<file path="config.mk">
export PLATFORM = sky130hd
export DESIGN_NAME = cswe_top
export DESIGN_NICKNAME = d
export VERILOG_FILES = /design/src/core/cswe_pkg.sv /design/src/core/cswe_top.sv
export VERILOG_INCLUDE_DIRS = /design/src /design/src/core
export SDC_FILE = /design/constraint.sdc
export NUM_CORES = 1
export LEC_CHECK = 0
export ABC_AREA = 0
export BUFFER_PORTS_ARGS = -buffer_cell sky130_fd_sc_hd__buf_2
export CAP_MARGIN = 20
export CELL_PAD_IN_SITES_DETAIL_PLACEMENT = 1
export CELL_PAD_IN_SITES_GLOBAL_PLACEMENT = 1
export CORE_AREA = 2 2 89 91
export CTS_CLUSTER_DIAMETER = 60
export DETAILED_ROUTE_END_ITERATION = 10
export DIE_AREA = 0 0 91 93
export PLACE_DENSITY = 0.84
export SYNTH_ARGS = -nofsm -noshare
export SYNTH_HDL_FRONTEND = slang
export SYNTH_SLANG_ARGS = --single-unit
</file>
<file path="constraint.sdc">
create_clock -name I_CLOCK -period 6.7 [get_ports I_CLOCK]
set_input_delay 2.01 -clock I_CLOCK [delete_from_list [all_inputs] [get_ports I_CLOCK]]
set_output_delay 2.01 -clock I_CLOCK [all_outputs]
set_load 0.01 [all_outputs]
</file>
<file path="src/core/cswe_consts.svh">
// Purpose: offsets, field positions and reset values for the socket status/window block
// Assumes: memory offsets are socket-relative bytes, legacy indices are 8-bit
// Notes: definitions only
`ifndef CSWE_CONSTS_SVH
`define CSWE_CONSTS_SVH
// ********************************************************
// register offsets, memory map (socket base relative)
// ********************************************************
`define CSWE_OFS_FLAGS 12'h804
`define CSWE_OFS_IRQCFG 12'h805
`define CSWE_OFS_WINEN 12'h806
`define CSWE_OFS_IOCTL 12'h807
// ********************************************************
// legacy indexed map
// ********************************************************
`define CSWE_IDX_A_FLAGS 8'h04
`define CSWE_IDX_A_IRQCFG 8'h05
`define CSWE_IDX_A_WINEN 8'h06
`define CSWE_IDX_A_IOCTL 8'h07
`define CSWE_IDX_B_FLAGS 8'h44
`define CSWE_IDX_B_IRQCFG 8'h45
`define CSWE_IDX_B_WINEN 8'h46
`define CSWE_IDX_B_IOCTL 8'h47
// ********************************************************
// reset values and fields
// ********************************************************
`define CSWE_RST_BYTE 8'h00
`define CSWE_WINEN_WMASK 8'hdf
`define CSWE_WIN_RESERVED_BIT_POS 5
`define CSWE_ROUTE_NONE 4'h0
`define CSWE_ROUTE_SMI 4'h2
`define CSWE_FLAG_CD 3
`define CSWE_FLAG_RDY 2
`define CSWE_FLAG_BWARN 1
`define CSWE_FLAG_BDEAD 0
`endif

</file>
<file path="src/core/cswe_pkg.sv">
// Purpose: shared types for the socket status/window block
// Assumes: constants come from cswe_consts.svh
// Notes: types only
package cswe_pkg;
  // ********************************************************
  // card pins as seen at the socket
  // ********************************************************
  typedef struct packed {
    logic [1:0] detect; // both card-detect lines
    logic ready; // card ready line
    logic batt_warn; // battery warning, memory card
    logic batt_dead; // battery dead, or status change for i/o card
  } cswe_card_s;
  // interrupt configuration byte layout
  typedef struct packed {
    logic [3:0] route; // status_change_route_select
    logic cd_en; // card_detect_irq_enable
    logic rdy_en; // ready_rise_irq_enable
    logic bwarn_en; // battery_warning_irq_enable
    logic bdead_en; // battery_dead_irq_enable
  } cswe_irqcfg_s;
  // window enable byte layout
  typedef struct packed {
    logic io_window_one_on;
    logic io_window_zero_on;
    logic reserved_bit;
    logic [4:0] memory_window_on; // windows 4 down to 0
  } cswe_winen_s;
  // register selected by an access
  typedef enum logic [2:0] {
    SEL_NONE,
    SEL_FLAGS,
    SEL_IRQCFG,
    SEL_WINEN,
    SEL_IOCTL
  } cswe_sel_e;
endpackage : cswe_pkg

</file>
<file path="src/core/cswe_top.sv">
// Purpose: per-socket status-change interrupt config, flags and window enables
// Assumes: one clock, register port driven by the host-side decoder on the same clock
// Notes: card pins pass a three-stage synchroniser before use
`include "cswe_consts.svh"

//
// Contract
// - code 0000 and diag set: PCI always
// - code 0000, diag clear: PCI only if socket bit
// - route field picks PCI or none, SMI or IRQ
// - card-detect change interrupts when enabled
// - ready rising edge interrupts when enabled, memory card only; ignored for an i/o card
// - battery warning interrupts when enabled, memory card only; ignored for an i/o card
// - battery dead or status change interrupts
// - disabled window never claims a cycle
// - window enables reset to zero
// - bits 7,6 enable i/o windows 1,0
// - bits 4..0 enable memory windows
// - bit 5 reads zero, ignores writes
// - window enables at 806h, index 06h/46h
// - interrupt config at 805h, index 05h/45h
// - disabled flag reads zero; enabled flag sets
// - flags clear by read or write-one, mode bit
module cswe_top (
  input wire logic I_CLOCK,
  input wire logic I_RST,
  input wire logic I_REG_WR,
  input wire logic I_REG_RD,
  input wire logic I_REG_LEGACY,
  input wire logic I_SOCKET_B,
  input wire logic [11:0] I_REG_ADDR,
  input wire logic [7:0] I_REG_WDATA,
  output logic [7:0] O_REG_RDATA,
  output logic O_REG_ACK,
  input wire logic I_DIAG_PCI_ROUTE,
  input wire logic I_SOCK_PCI_ROUTE,
  input wire logic I_FLAG_WRITE_CLEAR,
  input wire logic I_CARD_IS_IO,
  input wire cswe_pkg::cswe_card_s I_CARD,
  input wire logic [4:0] I_MEM_WIN_HIT,
  input wire logic [1:0] I_IO_WIN_HIT,
  output logic O_CLAIM,
  output logic [4:0] O_MEM_WIN_ON,
  output logic [1:0] O_IO_WIN_ON,
  output logic [15:0] O_ISA_IRQ,
  output logic O_SMI,
  output logic O_PCI_INT
);
  // ********************************************************
  // register decode
  // ********************************************************
  // one decoder for reads and writes so both maps stay in step
  function automatic cswe_pkg::cswe_sel_e reg_sel(input logic [11:0] addr, input logic legacy,
                                                  input logic sock_b);
    logic [7:0] idx;
    idx = addr[7:0];
    reg_sel = cswe_pkg::SEL_NONE;
    if (!legacy) begin
      unique case (addr)
        `CSWE_OFS_FLAGS: reg_sel = cswe_pkg::SEL_FLAGS;
        `CSWE_OFS_IRQCFG: reg_sel = cswe_pkg::SEL_IRQCFG;
        `CSWE_OFS_WINEN: reg_sel = cswe_pkg::SEL_WINEN;
        `CSWE_OFS_IOCTL: reg_sel = cswe_pkg::SEL_IOCTL;
        default: reg_sel = cswe_pkg::SEL_NONE;
      endcase
    end else if (addr[11:8] == 4'h0) begin
      // socket input picks the index table; upper index bits must match that socket
      if (!sock_b) begin
        unique case (idx)
          `CSWE_IDX_A_FLAGS: reg_sel = cswe_pkg::SEL_FLAGS;
          `CSWE_IDX_A_IRQCFG: reg_sel = cswe_pkg::SEL_IRQCFG;
          `CSWE_IDX_A_WINEN: reg_sel = cswe_pkg::SEL_WINEN;
          `CSWE_IDX_A_IOCTL: reg_sel = cswe_pkg::SEL_IOCTL;
          default: reg_sel = cswe_pkg::SEL_NONE;
        endcase
      end else begin
        unique case (idx)
          `CSWE_IDX_B_FLAGS: reg_sel = cswe_pkg::SEL_FLAGS;
          `CSWE_IDX_B_IRQCFG: reg_sel = cswe_pkg::SEL_IRQCFG;
          `CSWE_IDX_B_WINEN: reg_sel = cswe_pkg::SEL_WINEN;
          `CSWE_IDX_B_IOCTL: reg_sel = cswe_pkg::SEL_IOCTL;
          default: reg_sel = cswe_pkg::SEL_NONE;
        endcase
      end
    end
  endfunction : reg_sel

  cswe_pkg::cswe_sel_e sel; // register hit by this access
  logic wr_hit_cfg; // write strobes per register
  logic wr_hit_win;
  logic wr_hit_ioc;
  logic wr_hit_flg;
  logic rd_hit_flg; // read of the flag byte

  assign sel = reg_sel(I_REG_ADDR, I_REG_LEGACY, I_SOCKET_B);
  assign wr_hit_cfg = I_REG_WR && (sel == cswe_pkg::SEL_IRQCFG);
  assign wr_hit_win = I_REG_WR && (sel == cswe_pkg::SEL_WINEN);
  assign wr_hit_ioc = I_REG_WR && (sel == cswe_pkg::SEL_IOCTL);
  assign wr_hit_flg = I_REG_WR && (sel == cswe_pkg::SEL_FLAGS);
  assign rd_hit_flg = I_REG_RD && (sel == cswe_pkg::SEL_FLAGS);

  // ********************************************************
  // control registers
  // ********************************************************
  cswe_pkg::cswe_irqcfg_s irqcfg_r; // status-change interrupt config
  cswe_pkg::cswe_winen_s winen_r; // window enables
  logic [7:0] ioctl_r; // i/o window timing, stored only

  // interrupt config, plain read/write
  always_ff @(posedge I_CLOCK or posedge I_RST) begin
    if (I_RST) begin
      irqcfg_r <= `CSWE_RST_BYTE;
    end else if (wr_hit_cfg) begin
      irqcfg_r <= I_REG_WDATA;
    end
  end

  // window enables; reserved bit masked on write so it stays zero
  always_ff @(posedge I_CLOCK or posedge I_RST) begin
    if (I_RST) begin
      winen_r <= `CSWE_RST_BYTE;
    end else if (wr_hit_win) begin
      winen_r <= I_REG_WDATA & `CSWE_WINEN_WMASK;
    end
  end

  // i/o timing byte, stored and read back only; no port drives it out
  always_ff @(posedge I_CLOCK or posedge I_RST) begin
    if (I_RST) begin
      ioctl_r <= `CSWE_RST_BYTE;
    end else if (wr_hit_ioc) begin
      ioctl_r <= I_REG_WDATA;
    end
  end

  // ********************************************************
  // card pin synchroniser
  // ********************************************************
  // three stages; filtered value moves only when stages two and three agree
  localparam int CW = $bits(cswe_pkg::cswe_card_s);
  logic [CW-1:0] sync1_r; // metastable stage, read by sync2_r only
  logic [CW-1:0] sync2_r;
  logic [CW-1:0] sync3_r;
  cswe_pkg::cswe_card_s card_r; // accepted pin levels
  cswe_pkg::cswe_card_s card_prev_r; // levels one cycle earlier

  always_ff @(posedge I_CLOCK or posedge I_RST) begin
    if (I_RST) begin
      sync1_r <= '0;
      sync2_r <= '0;
      sync3_r <= '0;
    end else begin
      sync1_r <= I_CARD;
      sync2_r <= sync1_r;
      sync3_r <= sync2_r;
    end
  end

  // per-bit agreement filter
  genvar gi;
  generate
    for (gi = 0; gi < CW; gi++) begin : g_filt
      always_ff @(posedge I_CLOCK or posedge I_RST) begin
        if (I_RST) begin
          card_r[gi] <= 1'b0;
        end else if (sync2_r[gi] == sync3_r[gi]) begin
          card_r[gi] <= sync3_r[gi];
        end
      end
    end
  endgenerate

  // history for edge detection
  always_ff @(posedge I_CLOCK or posedge I_RST) begin
    if (I_RST) begin
      card_prev_r <= '0;
    end else begin
      card_prev_r <= card_r;
    end
  end

  // ********************************************************
  // status-change events
  // ********************************************************
  logic [3:0] evt; // raw events, before enables
  logic [3:0] en_mask; // per-source enables
  logic [3:0] flags_r; // sticky status-change flags
  logic [3:0] flags_nxt;
  logic [3:0] flag_clr; // clear request this cycle

  always_comb begin
    evt = 4'h0;
    evt[`CSWE_FLAG_CD] = card_r.detect != card_prev_r.detect;
    // ready and battery warning only mean something for memory cards
    evt[`CSWE_FLAG_RDY] = !I_CARD_IS_IO && card_r.ready && !card_prev_r.ready;
    evt[`CSWE_FLAG_BWARN] = !I_CARD_IS_IO && card_r.batt_warn;
    evt[`CSWE_FLAG_BDEAD] = card_r.batt_dead;
  end

  assign en_mask = {irqcfg_r.cd_en, irqcfg_r.rdy_en, irqcfg_r.bwarn_en, irqcfg_r.bdead_en};

  // clear method chosen by the global mode input
  always_comb begin
    if (I_FLAG_WRITE_CLEAR) begin
      flag_clr = wr_hit_flg ? I_REG_WDATA[3:0] : 4'h0;
    end else begin
      flag_clr = rd_hit_flg ? 4'hf : 4'h0;
    end
  end

  // set wins over clear so an event in the clearing cycle is kept
  always_comb begin
    flags_nxt = ((flags_r & ~flag_clr) | (evt & en_mask)) & en_mask;
  end

  always_ff @(posedge I_CLOCK or posedge I_RST) begin
    if (I_RST) begin
      flags_r <= 4'h0;
    end else begin
      flags_r <= flags_nxt;
    end
  end

  // ********************************************************
  // interrupt routing
  // ********************************************************
  logic pending; // any enabled flag still set
  logic [15:0] isa_nxt;
  logic smi_nxt;
  logic pci_nxt;

  assign pending = |(flags_r & en_mask);

  always_comb begin
    isa_nxt = 16'h0000;
    smi_nxt = 1'b0;
    pci_nxt = 1'b0;
    if (irqcfg_r.route == `CSWE_ROUTE_NONE) begin
      // diag bit overrides the socket routing bit
      pci_nxt = pending && (I_DIAG_PCI_ROUTE || I_SOCK_PCI_ROUTE);
    end else if (irqcfg_r.route == `CSWE_ROUTE_SMI) begin
      smi_nxt = pending;
    end else begin
      isa_nxt[irqcfg_r.route] = pending;
    end
  end

  // registered so the pins never glitch on a route change
  always_ff @(posedge I_CLOCK or posedge I_RST) begin
    if (I_RST) begin
      O_ISA_IRQ <= 16'h0000;
      O_SMI <= 1'b0;
      O_PCI_INT <= 1'b0;
    end else begin
      O_ISA_IRQ <= isa_nxt;
      O_SMI <= smi_nxt;
      O_PCI_INT <= pci_nxt;
    end
  end

  // ********************************************************
  // window gating
  // ********************************************************
  // address comparators live outside; the enable has the last word
  always_ff @(posedge I_CLOCK or posedge I_RST) begin
    if (I_RST) begin
      O_CLAIM <= 1'b0;
      O_MEM_WIN_ON <= 5'h00;
      O_IO_WIN_ON <= 2'h0;
    end else begin
      O_CLAIM <= |(I_MEM_WIN_HIT & winen_r.memory_window_on) |
                 |(I_IO_WIN_HIT & {winen_r.io_window_one_on, winen_r.io_window_zero_on});
      O_MEM_WIN_ON <= winen_r.memory_window_on;
      O_IO_WIN_ON <= {winen_r.io_window_one_on, winen_r.io_window_zero_on};
    end
  end

  // ********************************************************
  // read path
  // ********************************************************
  logic [7:0] rdata_nxt;

  // unmapped addresses read zero
  always_comb begin
    rdata_nxt = 8'h00;
    unique case (sel)
      cswe_pkg::SEL_FLAGS: rdata_nxt = {4'h0, flags_r & en_mask};
      cswe_pkg::SEL_IRQCFG: rdata_nxt = irqcfg_r;
      cswe_pkg::SEL_WINEN: rdata_nxt = winen_r;
      cswe_pkg::SEL_IOCTL: rdata_nxt = ioctl_r;
      cswe_pkg::SEL_NONE: rdata_nxt = 8'h00;
    endcase
  end

  // one-cycle answer for every read or write
  always_ff @(posedge I_CLOCK or posedge I_RST) begin
    if (I_RST) begin
      O_REG_RDATA <= 8'h00;
      O_REG_ACK <= 1'b0;
    end else begin
      O_REG_RDATA <= I_REG_RD ? rdata_nxt : 8'h00;
      O_REG_ACK <= I_REG_RD || I_REG_WR;
    end
  end
endmodule : cswe_top

</file>
# --- Word level (Yosys, flattened, before mapping) ---
# Cells that the tools add are included.
word_totals:
  register_bits: 85
  input_bits: 42
  output_inout_bits: 35
  wordCells: 101
op_classes:
  order_cmp: 2
  n_eq_ne: 23
  mux: 18
  bitwise_logic: 10
  n_reduce_logical: 20
op_table:
  columns: ["cell", "count"]
  rows:
  - ["$eq 12x12->1 const B", 4]
  - ["$pmux 8 s5", 1]
  - ["$pmux 3 s4", 3]
  - ["$eq 8x3->1 const B", 4]
  - ["$eq 8x7->1 const B", 4]
  - ["$mux 16", 2]
  - ["$and 16x16->16", 1]
  - ["$and 4x4->4", 4]
  - ["$mux 4", 3]
  - ["$logic_and 1x1->1", 10]
  - ["$mux 3", 3]
  - ["$logic_not 4->1", 2]
  - ["$mux 8", 1]
  - ["$eq 3x2->1 const B", 2]
  - ["$and 5x5->5", 1]
  - ["$eq 1x1->1", 5]
  - ["$lt 4x5->1 const B", 1]
  - ["$reduce_or 5->1", 1]
  - ["$demux 1 s4", 1]
  - ["$eq 4x2->1 const B", 1]
  - ["$ge 4x1->1 const B", 1]
  - ["$mux 1", 4]
  - ["$not 4->4", 1]
  - ["$or 4x4->4", 1]
  - ["10 further kinds", 12]

# --- Depth between registers and ports, before layout ---
# Gate-level depths: netlist (run 1).
depth:
  word_depth: 13
  mapped_depth: 6
  mapped_depth_nobuf: 5

# --- Worst setup path after synthesis (run 1) ---
# Ideal clock, no wire load.
synth_path:
  kind: "input-to-reg"
  startpoint: "in I_REG_ADDR[5]"
  endpoint: "reg winen_r[0] (netlist name)"
  setup_time_ps: 125
  arrival_time_ps: 3215
  required_ps: 6575
  setup_slack_ps: 3360
  cell_stages: 5
  n_path_buf: 0
  path_cell_list: "nor4_4 o221a_2 nand2_1 nor2_8 mux2_4"
synth_between:
  elab_chain_cells: 7
  word_cells_on_any_way: 20
  classes_between: "13 x eq/ne; 6 x mux; 1 x reduce/logical"
synth_rtl:
  columns: ["item", "line_no", "rtl"]
  rows:
  - ["from (decl)", "cswe_top.sv:31", "input wire logic [11:0] I_REG_ADDR,"]
  - ["$eq 8x3->1 or $eq 8x7->1 (tied branches)", "cswe_top.sv:69, cswe_top.sv:77", null]
  - ["$pmux 3 s4, on equally long branches", "cswe_top.sv:69, cswe_top.sv:77", null]
  - ["$mux 3", "cswe_top.sv:68", "if (!sock_b) begin"]
  - ["$mux 3", "cswe_top.sv:66", "end else if (addr[11:8] == 4'h0) begin"]
  - ["$mux 3 *", "cswe_top.sv:58", "if (!legacy) begin"]
  - ["$eq 3x2->1 *", "cswe_top.sv:97", "assign wr_hit_win = I_REG_WR && (sel == cswe_pkg::SEL_WINEN);"]
  - ["$logic_and 1x1->1 *", "cswe_top.sv:97", null]
  - ["to (signal assigned)", "cswe_top.sv:121", "winen_r <= `CSWE_RST_BYTE;"]
  - ["to (signal assigned)", "cswe_top.sv:123", "winen_r <= I_REG_WDATA & `CSWE_WINEN_WMASK;"]
  - ["to (decl)", "cswe_top.sv:106", "cswe_pkg::cswe_winen_s winen_r;"]
# Every way passes the cells marked *; elsewhere a longest branch is shown, timed or not.
# A chain may end at the register's enable or synchronous reset.

# --- Final worst setup path (run 1) ---
layout_path:
  startpoint: "in I_REG_ADDR[5]"
  endpoint: "reg O_REG_RDATA[2]"
layout_between:
  elab_chain_cells: 8
  word_cells_on_any_way: 25
  classes_between: "16 x eq/ne; 8 x mux; 1 x reduce/logical"
layout_rtl:
  columns: ["item", "line_no", "rtl"]
  rows:
  - ["$eq 8x3->1 or $eq 8x7->1 (tied branches)", "cswe_top.sv:69, cswe_top.sv:77", null]
  - ["$pmux 3 s4, on equally long branches", "cswe_top.sv:69, cswe_top.sv:77", null]
  - ["$mux 3", "cswe_top.sv:68", null]
  - ["$mux 3", "cswe_top.sv:66", null]
  - ["$mux 3 *", "cswe_top.sv:58", null]
  - ["$eq 3x3->1, or another cell as far along", "cswe_top.sv:286", "unique case (sel)"]
  - ["$pmux 8 s5 *", "cswe_top.sv:286", null]
  - ["$mux 8 *", "cswe_top.sv:301", "O_REG_RDATA <= I_REG_RD ? rdata_nxt : 8'h00;"]
  - ["to (signal assigned)", "cswe_top.sv:301", null]
  - ["to (decl)", "cswe_top.sv:33", "output logic [7:0] O_REG_RDATA,"]
# Marks and branches as above.

==> impl_metrics.json, run 1 <==
{
  "routedWlPerCell_um": 17.5,
  "finalSetupViolations": 0,
  "syn_area_per_cell_um2": 13.5,
  "post_dp_cell_area_um2": 3880,
  "worst_slew_margin_rel_pct": 57.5,
  "setup.worst_path.start_class": "input port",
  "timing.final.crit_share_pct": 51.1,
  "synth_fa_ha_area_share_pct": 1.48,
  "crit_path_end_kind": "flip-flop",
  "synth-edff-count": 0,
  "crit_path_max_incr_delay_ns": 0.39,
  "ctsResizeCount": 0,
  "cts_buffer_depth": 2,
  "synth-async-reset-ratio_pct": 100,
  "dp_hpwl_um": 5650,
  "antenna_found_initial": 0,
  "mapped_cell_area_um2": 3390,
  "slew_viol_final": 0,
  "critical_path_class": "input port to flip-flop",
  "dominant_cell_type_by_count_on_the_critical_path": "sky130_fd_sc_hd__a211oi_1",
  "outcome": "finished clean",
  "io_pins": 77,
  "tritoncts": "built",
  "drt_first_pass_iters": 4,
  "count_of_antenna_diodes_in_the_layout": 0,
  "synth.area.mux_share_pct": 8.41,
  "cp_data_arrival_time_ns": 3.63,
  "synth-compound-area-share_pct": 10.6,
  "cap_violations": 0,
  "pwr-share-clk_pct": 42.4,
  "kind_of_cell_adding_the_most_delay_to_the_critical_path": "compound AO/OA/AOI/OAI gates",
  "yosys.area_share.simple_pct": 14.3,
  "layout_common_cells": "85 x sky130_fd_sc_hd__dfrtp_1, 76 x sky130_fd_sc_hd__buf_2, 15 x sky130_fd_sc_hd__o21ai_0, 15 x sky130_fd_sc_hd__nor2_1",
  "pin_count_of_the_biggest_net_entering_global_routing": 86,
  "crit_path_required_time_ns": 6.91,
  "yosys_warnings": 0,
  "main_combinational_cell_family_by_area_after_synthesis": "simple AND/OR/NAND/NOR gates",
  "timing.final.hold_violations": 0,
  "routed_via_density": 5.28,
  "p_seq_share_pct": 51.9,
  "swShare_pct": 21.1,
  "fp-row-count": 32,
  "dieWidth_um": 91,
  "drt_wl_total_um": 7770,
  "synth_flop_cell": "sky130_fd_sc_hd__dfrtp_1",
  "timing.hold.worst.class": "flip-flop to flip-flop",
  "gr-total-overflow": 0,
  "clock_latency_ns": 0.33,
  "ctsHoldBuffers": 0,
  "detail_route.drc_violations": 0,
  "number_of_synthesized_register_bits": 85,
  "final_layout_size_suffix_gt1_share_pct": 37.5,
  "timing.hold.worst_path_depth": 0,
  "design_area_um2": 4160,
  "cp_cell_sequence": "buf_2 -> nor4_4 -> o221a_2 -> and2_1 -> a211oi_1 -> a211oi_1",
  "synth_cell_types": 48,
  "worst_r2r_path_depth": 5,
  "initial_core_util_pct": 45.1,
  "net-switching-power_mw": 0.216,
  "buffers_inserted_by_post_cts_timing_repair": 0,
  "initialDrtViolationCount": 75,
  "clock.fmax_mhz": 292,
  "synth_seq_area_share_pct": 62.7,
  "crit_fanout": 7,
  "area_growth_pct": 22.5,
  "via_count": 2340,
  "postRouteAntennaNets": 0,
  "core_region_area_um2": 7530,
  "power_density_nw_per_um2": 246,
  "tritoncts_num_sinks": 85,
  "grt_pass1_vias": 2512,
  "ctsRootBufferMaster": "sky130_fd_sc_hd__clkbuf_8",
  "gp_congestion": 0.810,
  "power.internal_mw": 0.806,
  "cts.clk_slew.worst_paths_ns": 0.08,
  "worst_pin_slew_ns": 0.633,
  "final_nets": 378,
  "ir_worst_vdd_mv": 0.205,
  "leakage_power_of_the_design_nw": 2.07,
  "mostFrequentLayoutCell": "sky130_fd_sc_hd__dfrtp_1",
  "synth_xor_xnor_area_share_pct": 0.516,
  "setup_total_negative_slack_ns": 0,
  "clock_buffer_count_from_cts": 9,
  "fin_worst_skew_ns": 0.00829,
  "fin_crit_ns": 3.43,
  "track_usage_pct": 19.8,
  "crit_cells": 6,
  "cp_slowest_cell": "sky130_fd_sc_hd__nor4_4",
  "timing.critical_path.buf_inv": 1,
  "floorplan.die.height_um": 93,
  "cts-htree-levels": 3,
  "die_area_um2": 8460,
  "postSynthCellCount": 252,
  "grt_setup_unrepaired": "false",
  "power.share.combinational_pct": 5.7,
  "first_pass_grt_wire_length_um": 12900,
  "port_buffers": 76
}
## worst paths after layout
path | slack (ns) | to | start
setup / recovery | 3.27 | O_REG_RDATA[2] | I_REG_ADDR[5]
hold / removal | 0.35 | sync2_r[3] | sync1_r[3]
setup reg to reg | 5.25 | O_PCI_INT | en_mask[3]
hold reg to reg | 0.35 | sync2_r[3] | sync1_r[3]
max in group asynchronous | 4.48 | ioctl_r[3] | I_RST
min in group asynchronous | 1.65 | O_SMI | I_RST
## power by group through the flow
stage	logic (mW)	registers [mW]	clock network [mW]
after floorplan	0.0300	0.539	0
after global placement	0.0551	0.539	0
after detailed placement	0.0569	0.540	0
after CTS	0.0573	0.530	0.445
after global routing	0.0653	0.532	0.465
final	0.0585	0.530	0.434
## synth_stat cells (2+ instances only)
cell type                   n  area [um2]
sky130_fd_sc_hd__nor3b_1    4        30.0
sky130_fd_sc_hd__nor3b_2    2        25.0
sky130_fd_sc_hd__buf_1      2        7.51
sky130_fd_sc_hd__maj3_1     5        50.1
sky130_fd_sc_hd__a31oi_1    5        31.3
sky130_fd_sc_hd__dfrtp_1   85        2130
sky130_fd_sc_hd__a22oi_1    3        22.5
sky130_fd_sc_hd__mux2_2    10         113
sky130_fd_sc_hd__clkbuf_1   2        7.51
sky130_fd_sc_hd__o211a_1    3        30.0
sky130_fd_sc_hd__nand3_2    2        20.0
sky130_fd_sc_hd__mux2_4     7         105
sky130_fd_sc_hd__nor2b_1    5        31.3
sky130_fd_sc_hd__a211oi_1   7        52.6
sky130_fd_sc_hd__o21ai_0   15        75.1
sky130_fd_sc_hd__a32oi_1    4        35.0
sky130_fd_sc_hd__nand4_4    2        42.5
sky130_fd_sc_hd__inv_1      8        30.0
sky130_fd_sc_hd__xnor2_1    2        17.5
sky130_fd_sc_hd__nor2_1    15        56.3
sky130_fd_sc_hd__nand2b_1   6        37.5
sky130_fd_sc_hd__a21oi_1   10        50.1
sky130_fd_sc_hd__nand3_1    7        35.0
sky130_fd_sc_hd__nor3_1     3        15.0
sky130_fd_sc_hd__nand2_1    6        22.5
sky130_fd_sc_hd__and2_1     3        18.8
sky130_fd_sc_hd__mux2_1     6        67.6
sky130_fd_sc_hd__and3_1     3        18.8
## layout make-up
type | count | area (um2)
fillers | 800 | 3370
repair buffers | 78 | 415
well taps | 102 | 128
multi-input cells | 154 | 1200
clock inverters | 5 | 108
inverters | 8 | 31.3
flip-flops and latches | 85 | 2130
clock buffers | 11 | 141
## cell families (layout without fill, tap and decap cells)
logic type,count (synthesis),after routing
buffers and inverters,14,102
adders and majority gates,5,5
other,1,2
muxes,23,23
xor gates and xnor gates,2,2
AOI/OAI and AO/OA,53,53
DFF,85,85
and+or+nand+nor,69,69
## sequential cells by signal, summed over array words and instances (netlist names)
| register | cells |
|---|---|
| card_r | 5 |
| O_ISA_IRQ | 16 |
| sync2_r | 5 |
| ioctl_r | 8 |
| winen_r | 7 |
| irqcfg_r | 4 |
| en_mask | 4 |
| card_prev_r | 3 |
| O_CLAIM | 1 |
| sync1_r | 5 |
| O_REG_ACK | 1 |
| O_REG_RDATA | 8 |
| O_IO_WIN_ON | 2 |
| O_SMI | 1 |
| flags_r | 4 |
| O_MEM_WIN_ON | 5 |
| sync3_r | 5 |
| O_PCI_INT | 1 |
## stage by stage
step	total power [mW]	utilization, %	hold WS (ns)	instances	worst slack (ns)
after detailed placement	0.597	51.5	0.337	426	2.99
after global routing	1.06	55.2	0.360	443	3.09
after floorplan	0.569	-	0.331	253	2.50
after CTS	1.03	54.8	0.355	442	3.32
final	1.02	55.2	0.352	443	3.27
after global placement	0.594	51.5	0.332	426	3.05
## per-layer routing
metal	wire (um)	global-route usage (%)
met4	44	6.31
met1	3220	24.2
met3	272	3.46
met5	0	0
met2	4230	35.8
Note: power is estimated with default switching activity, not from simulation.
==> run 2: changes to the inputs <==
- CORE_AREA: 2 2 89 91 -> 2 2 97 99
- DIE_AREA: 0 0 91 93 -> 0 0 99 101
- PLACE_DENSITY: 0.84 -> 0.75
- clock period: 6.7 -> 3.05 ns (I/O delays scaled with it)
==> impl_metrics.json, run 2 (synthesis gave the netlist of run 1 again) <==
{
  "critical_path_class": "input port to flip-flop",
  "floorplan.die.height_um": 101,
  "io_pins": 77,
  "fin_worst_skew_ns": 0.00630,
  "dp_hpwl_um": 5600,
  "finalSetupViolations": 0,
  "timing.hold.worst_path_depth": 0,
  "multiInputGateArea_um2": 1200,
  "drt_wl_total_um": 7350,
  "timing.hold.worst.class": "flip-flop to flip-flop",
  "fp-row-count": 35,
  "pin_count_of_the_biggest_net_entering_global_routing": 48,
  "timing.final.hold_violations": 0,
  "initialDrtViolationCount": 76,
  "area_growth_pct": 20.8,
  "core_region_area_um2": 8980,
  "cp_data_arrival_time_ns": 2.53,
  "setup_total_negative_slack_ns": 0,
  "ir_worst_vdd_mv": 0.285,
  "routed_via_density": 5.13,
  "largest_register": "O_ISA_IRQ",
  "drt_first_pass_iters": 4,
  "final_nets": 378,
  "r2r-start": "en_mask[3]",
  "detail_route.drc_violations": 0,
  "clock.fmax_mhz": 438,
  "ctsResizeCount": 0,
  "dp_slack_ns": 0.398,
  "worst_r2r_path_depth": 5,
  "gp_congestion": 0.831,
  "cts_buffer_depth": 2,
  "slew_viol_final": 0,
  "layout_common_cells": "85 x sky130_fd_sc_hd__dfrtp_1, 76 x sky130_fd_sc_hd__buf_2, 15 x sky130_fd_sc_hd__o21ai_0, 15 x sky130_fd_sc_hd__nor2_1",
  "port_buffers": 76,
  "leakage_power_of_the_design_nw": 2.03,
  "crit_path_end_kind": "flip-flop",
  "ctsRootBufferMaster": "sky130_fd_sc_hd__clkbuf_8",
  "mostFrequentLayoutCell": "sky130_fd_sc_hd__dfrtp_1",
  "timing.final.crit_share_pct": 74.9,
  "min_delay_worst_endpoint": "sync2_r[1]",
  "routedWlPerCell_um": 16.3,
  "finalWorstSetupSlack_ns": 0.766,
  "ctsHoldBuffers": 0,
  "crit_fanout": 6,
  "seqCellArea_um2": 2130,
  "clock_buffer_count_from_cts": 9,
  "worst_slew_margin_rel_pct": 47.5,
  "grt_pass1_vias": 2534,
  "reg_top3": "O_ISA_IRQ (16), O_REG_RDATA (8), ioctl_r (8)",
  "dieWidth_um": 99,
  "postRouteAntennaNets": 0,
  "met2WireLength_um": 3860,
  "first_pass_grt_wire_length_um": 12300,
  "initial_core_util_pct": 37.8,
  "cts-htree-levels": 3,
  "final.fill_count": 974,
  "holdWs_ns": 0.353,
  "track_usage_pct": 15.9,
  "fin_crit_ns": 2.28,
  "hold_path_startpoint": "sync1_r[1]",
  "power_density_nw_per_um2": 508,
  "buffers_inserted_by_post_cts_timing_repair": 0,
  "setup.worst_path.start_class": "input port",
  "via_count": 2320,
  "tritoncts_num_sinks": 85,
  "largest_reg_flops": 16,
  "worst_pin_slew_ns": 0.782,
  "cap_violations": 0,
  "count_of_antenna_diodes_in_the_layout": 0,
  "post_layout_nonfiller_instances": 452,
  "uppermost_metal_layer_occupied_by_signal_nets": "met4",
  "final_layout_size_suffix_gt1_share_pct": 37.5,
  "crit_path_required_time_ns": 3.29,
  "grt_setup_unrepaired": "false",
  "gr-total-overflow": 0,
  "cts.clk_slew.worst_paths_ns": 0.09,
  "antenna_found_initial": 0,
  "total_power_mw": 2.08,
  "wl_met1_um": 2980,
  "die_area_um2": 10000,
  "capturing_point_of_the_worst_reg2reg_path": "O_PCI_INT",
  "outcome": "finished clean",
  "wl_met3_um": 412,
  "clock_latency_ns": 0.36,
  "dpl.cell_count": 436,
  "r2r_setup_slack_ns": 1.68,
  "tritoncts": "built"
}
==> run 2: cell count changes in the layout (fill, tap and decap cells not counted) <==
| cell | change |
|---|---|
| sky130_fd_sc_hd__buf_16 | -1 |
| sky130_fd_sc_hd__bufinv_16 | -2 |
| sky130_fd_sc_hd__inv_6 | +2 |
| sky130_fd_sc_hd__clkbuf_8 | -1 |
| sky130_fd_sc_hd__buf_4 | +1 |
| sky130_fd_sc_hd__clkinvlp_4 | +1 |
==> run 2: critical path: stages <==
cell	delay, ns
sky130_fd_sc_hd__buf_2	0.14
sky130_fd_sc_hd__nor2b_1	0.16
sky130_fd_sc_hd__a311oi_1	0.68
sky130_fd_sc_hd__nor2_1	0.28
sky130_fd_sc_hd__a32oi_1	0.23
sky130_fd_sc_hd__a21oi_1	0.11
==> run 2: through the flow <==
stage / cell area [um2] / util, %
after floorplan: 3400 / -
after global placement: 3900 / 43.4
after detailed placement: 3900 / 43.4
after CTS: 4100 / 45.6
after global routing: 4100 / 45.6
final: 4100 / 45.6
==> run 2: where the power goes <==
part	switching (mW)	internal, mW
sequential	0.0130	1.15
combinational	0.0763	0.0472
clock	0.407	0.386
total	0.496	1.58
==> run 2: cell type report <==
type	instances	area share, %
sequential	85	51.9
timing repair buffer	78	9.65
clock buffer	10	3.11
tap	111	3.39
clock inverter	6	1.71
inverter	8	0.824
multi-input combinational	154	29.4
==> run 2: worst max path at each step <==
stage | from | to | cells past startpoint
2_1_floorplan | I_REG_ADDR[5] | winen_r[0] | 5
4_1_cts | I_REG_LEGACY | O_REG_RDATA[7] | 6
3_3_place_gp | I_REG_LEGACY | O_REG_RDATA[7] | 6
6_report | I_REG_LEGACY | O_REG_RDATA[7] | 6
3_5_place_dp | I_REG_LEGACY | O_REG_RDATA[7] | 6
5_1_grt | I_REG_LEGACY | O_REG_RDATA[7] | 6
==> run 2: per-layer routing <==
layer / global-route usage, % / up-vias
li1: - / 1079
met1: 18.6 / 1170
met2: 27.8 / 60
met3: 4.99 / 11
met4: 5.58 / 0
met5: 0 / -
==> run 3: changes to the inputs <==
- clock period: 3.05 -> 1.8 ns (I/O delays scaled with it)
==> impl_metrics.json, run 3 (synthesis gave the netlist of run 1 again) <==
{
  "worst_r2r_path_depth": 5,
  "cts-htree-levels": 3,
  "final_nets": 391,
  "initial_core_util_pct": 37.8,
  "tritoncts": "built",
  "clock_latency_ns": 0.35,
  "total_power_mw": 3.47,
  "crit_path_required_time_ns": 2.04,
  "final_layout_size_suffix_gt1_share_pct": 41.2,
  "postRouteAntennaNets": 0,
  "cts_buffer_depth": 2,
  "count_of_antenna_diodes_in_the_layout": 0,
  "initialDrtViolationCount": 39,
  "cp_data_arrival_time_ns": 1.96,
  "dieWidth_um": 99,
  "r2r-start": "en_mask[3]",
  "die_area_um2": 10000,
  "via_count": 2382,
  "routing_usage_on_met2_pct": 29.4,
  "cap_violations": 0,
  "gr-usage-met1_pct": 20.2,
  "floorplan.die.height_um": 101,
  "capturing_point_of_the_worst_reg2reg_path": "O_PCI_INT",
  "ctsHoldBuffers": 0,
  "pin_count_of_the_biggest_net_entering_global_routing": 86,
  "largest_register": "O_ISA_IRQ",
  "largest_reg_flops": 16,
  "antenna_found_initial": 0,
  "mostFrequentLayoutCell": "sky130_fd_sc_hd__dfrtp_1",
  "crit_path_end_kind": "flip-flop",
  "global_route.usage.met3_pct": 3.95,
  "final.fill_count": 993,
  "leakage_power_of_the_design_nw": 2.10,
  "core_region_area_um2": 8980,
  "fin_crit_ns": 1.72,
  "clock.fmax_mhz": 580,
  "area_growth_pct": 24.5,
  "slew_viol_final": 0,
  "gp_congestion": 0.829,
  "drt_first_pass_iters": 4,
  "routedWlPerCell_um": 16.9,
  "drt_wl_total_um": 7850,
  "globalRoute.busiestLayer": "met2",
  "cts.clk_slew.worst_paths_ns": 0.09,
  "finalSetupViolations": 0,
  "critical_path_class": "input port to flip-flop",
  "outcome": "finished clean",
  "setup.worst_path.start_class": "input port",
  "dp_hpwl_um": 5830,
  "first_pass_grt_wire_length_um": 12900,
  "tritoncts_num_sinks": 85,
  "fin_worst_skew_ns": 0.0101,
  "routed_via_density": 5.12,
  "detail_route.drc_violations": 0,
  "fp-row-count": 35,
  "crit_fanout": 7,
  "holdWs_ns": 0.270,
  "timing.hold.worst.class": "input port to async pin",
  "power_density_nw_per_um2": 822,
  "track_usage_pct": 16.7,
  "grt_pass1_vias": 2543,
  "r2r_setup_slack_ns": 0.42,
  "clock_buffer_count_from_cts": 9,
  "ir_worst_vdd_mv": 0.472,
  "io_pins": 77,
  "timing.final.crit_share_pct": 95.8,
  "gr-total-overflow": 0,
  "port_buffers": 76,
  "timing.final.hold_violations": 0,
  "ctsRootBufferMaster": "sky130_fd_sc_hd__clkbuf_8",
  "layout_common_cells": "85 x sky130_fd_sc_hd__dfrtp_1, 76 x sky130_fd_sc_hd__buf_2, 15 x sky130_fd_sc_hd__o21ai_0, 15 x sky130_fd_sc_hd__nor2_1, 14 x sky130_fd_sc_hd__buf_4",
  "reg_top3": "O_ISA_IRQ (16), O_REG_RDATA (8), ioctl_r (8)"
}
[run 3: where the power goes]
group	internal [mW]	leakage (nW)	switching, mW
Sequential	1.95	1.13	0.0231
Combinational	0.0991	0.885	0.140
Clock	0.546	0.0889	0.713
Total	2.59	2.10	0.876
[run 3: metal layers]
metal | part of all wire, % | up-vias
li1 | - | 1102
met1 | 42 | 1216
met2 | 52 | 54
met3 | 4.4 | 10
met4 | 1.4 | 0
met5 | 0 | -
[run 3: critical path: stages]
cell                      delay, ns
sky130_fd_sc_hd__buf_2         0.13
sky130_fd_sc_hd__nor4_4        0.37
sky130_fd_sc_hd__o221a_2       0.29
sky130_fd_sc_hd__nand2_2       0.10
sky130_fd_sc_hd__nor2_8        0.21
sky130_fd_sc_hd__mux2_4        0.32
[run 3: layout make-up]
| class | instances | area, um2 | area share [%] |
|---|---|---|---|
| tap | 111 | 139 | 3.29 |
| timing repair buffer | 91 | 505 | 12.0 |
| clock buffer | 10 | 138 | 3.26 |
| sequential | 85 | 2130 | 50.4 |
| inverter | 8 | 33.8 | 0.800 |
| clock inverter | 6 | 46.3 | 1.10 |
| multi-input combinational | 154 | 1230 | 29.2 |
[run 3: worst max path at each step]
stage                       start             end  slack [ns]  cells after the start
finish              I_REG_ADDR[4]      winen_r[1]        0.08                      6
global route        I_REG_ADDR[7]  O_REG_RDATA[4]      -0.005                      7
CTS                 I_REG_ADDR[6]      winen_r[1]        0.05                      6
detailed placement  I_REG_ADDR[6]      winen_r[2]       -0.34                      6
global placement    I_REG_ADDR[7]      winen_r[7]       -0.26                      6
floorplan           I_REG_ADDR[7]      winen_r[0]       -0.06                      5
[run 3: metrics by stage]
step | util (%) | TNS, ns | cell area, um2 | std cells | setup WS (ns)
2_1_floorplan | - | -0.451 | 3410 | 253 | -0.0640
3_3_place_gp | 44.7 | -7.34 | 4010 | 448 | -0.261
3_5_place_dp | 44.7 | -9.25 | 4010 | 448 | -0.337
4_1_cts | 46.7 | 0 | 4200 | 464 | 0.0520
5_1_grt | 47.0 | -0.00476 | 4220 | 465 | -0.00476
6_report | 47.0 | 0 | 4220 | 465 | 0.0762
[run 3: what timing repair did]
item	CTS	global route
buffers inserted	0	1
endpoints found under the setup margin	0	23
resized for setup	0	4
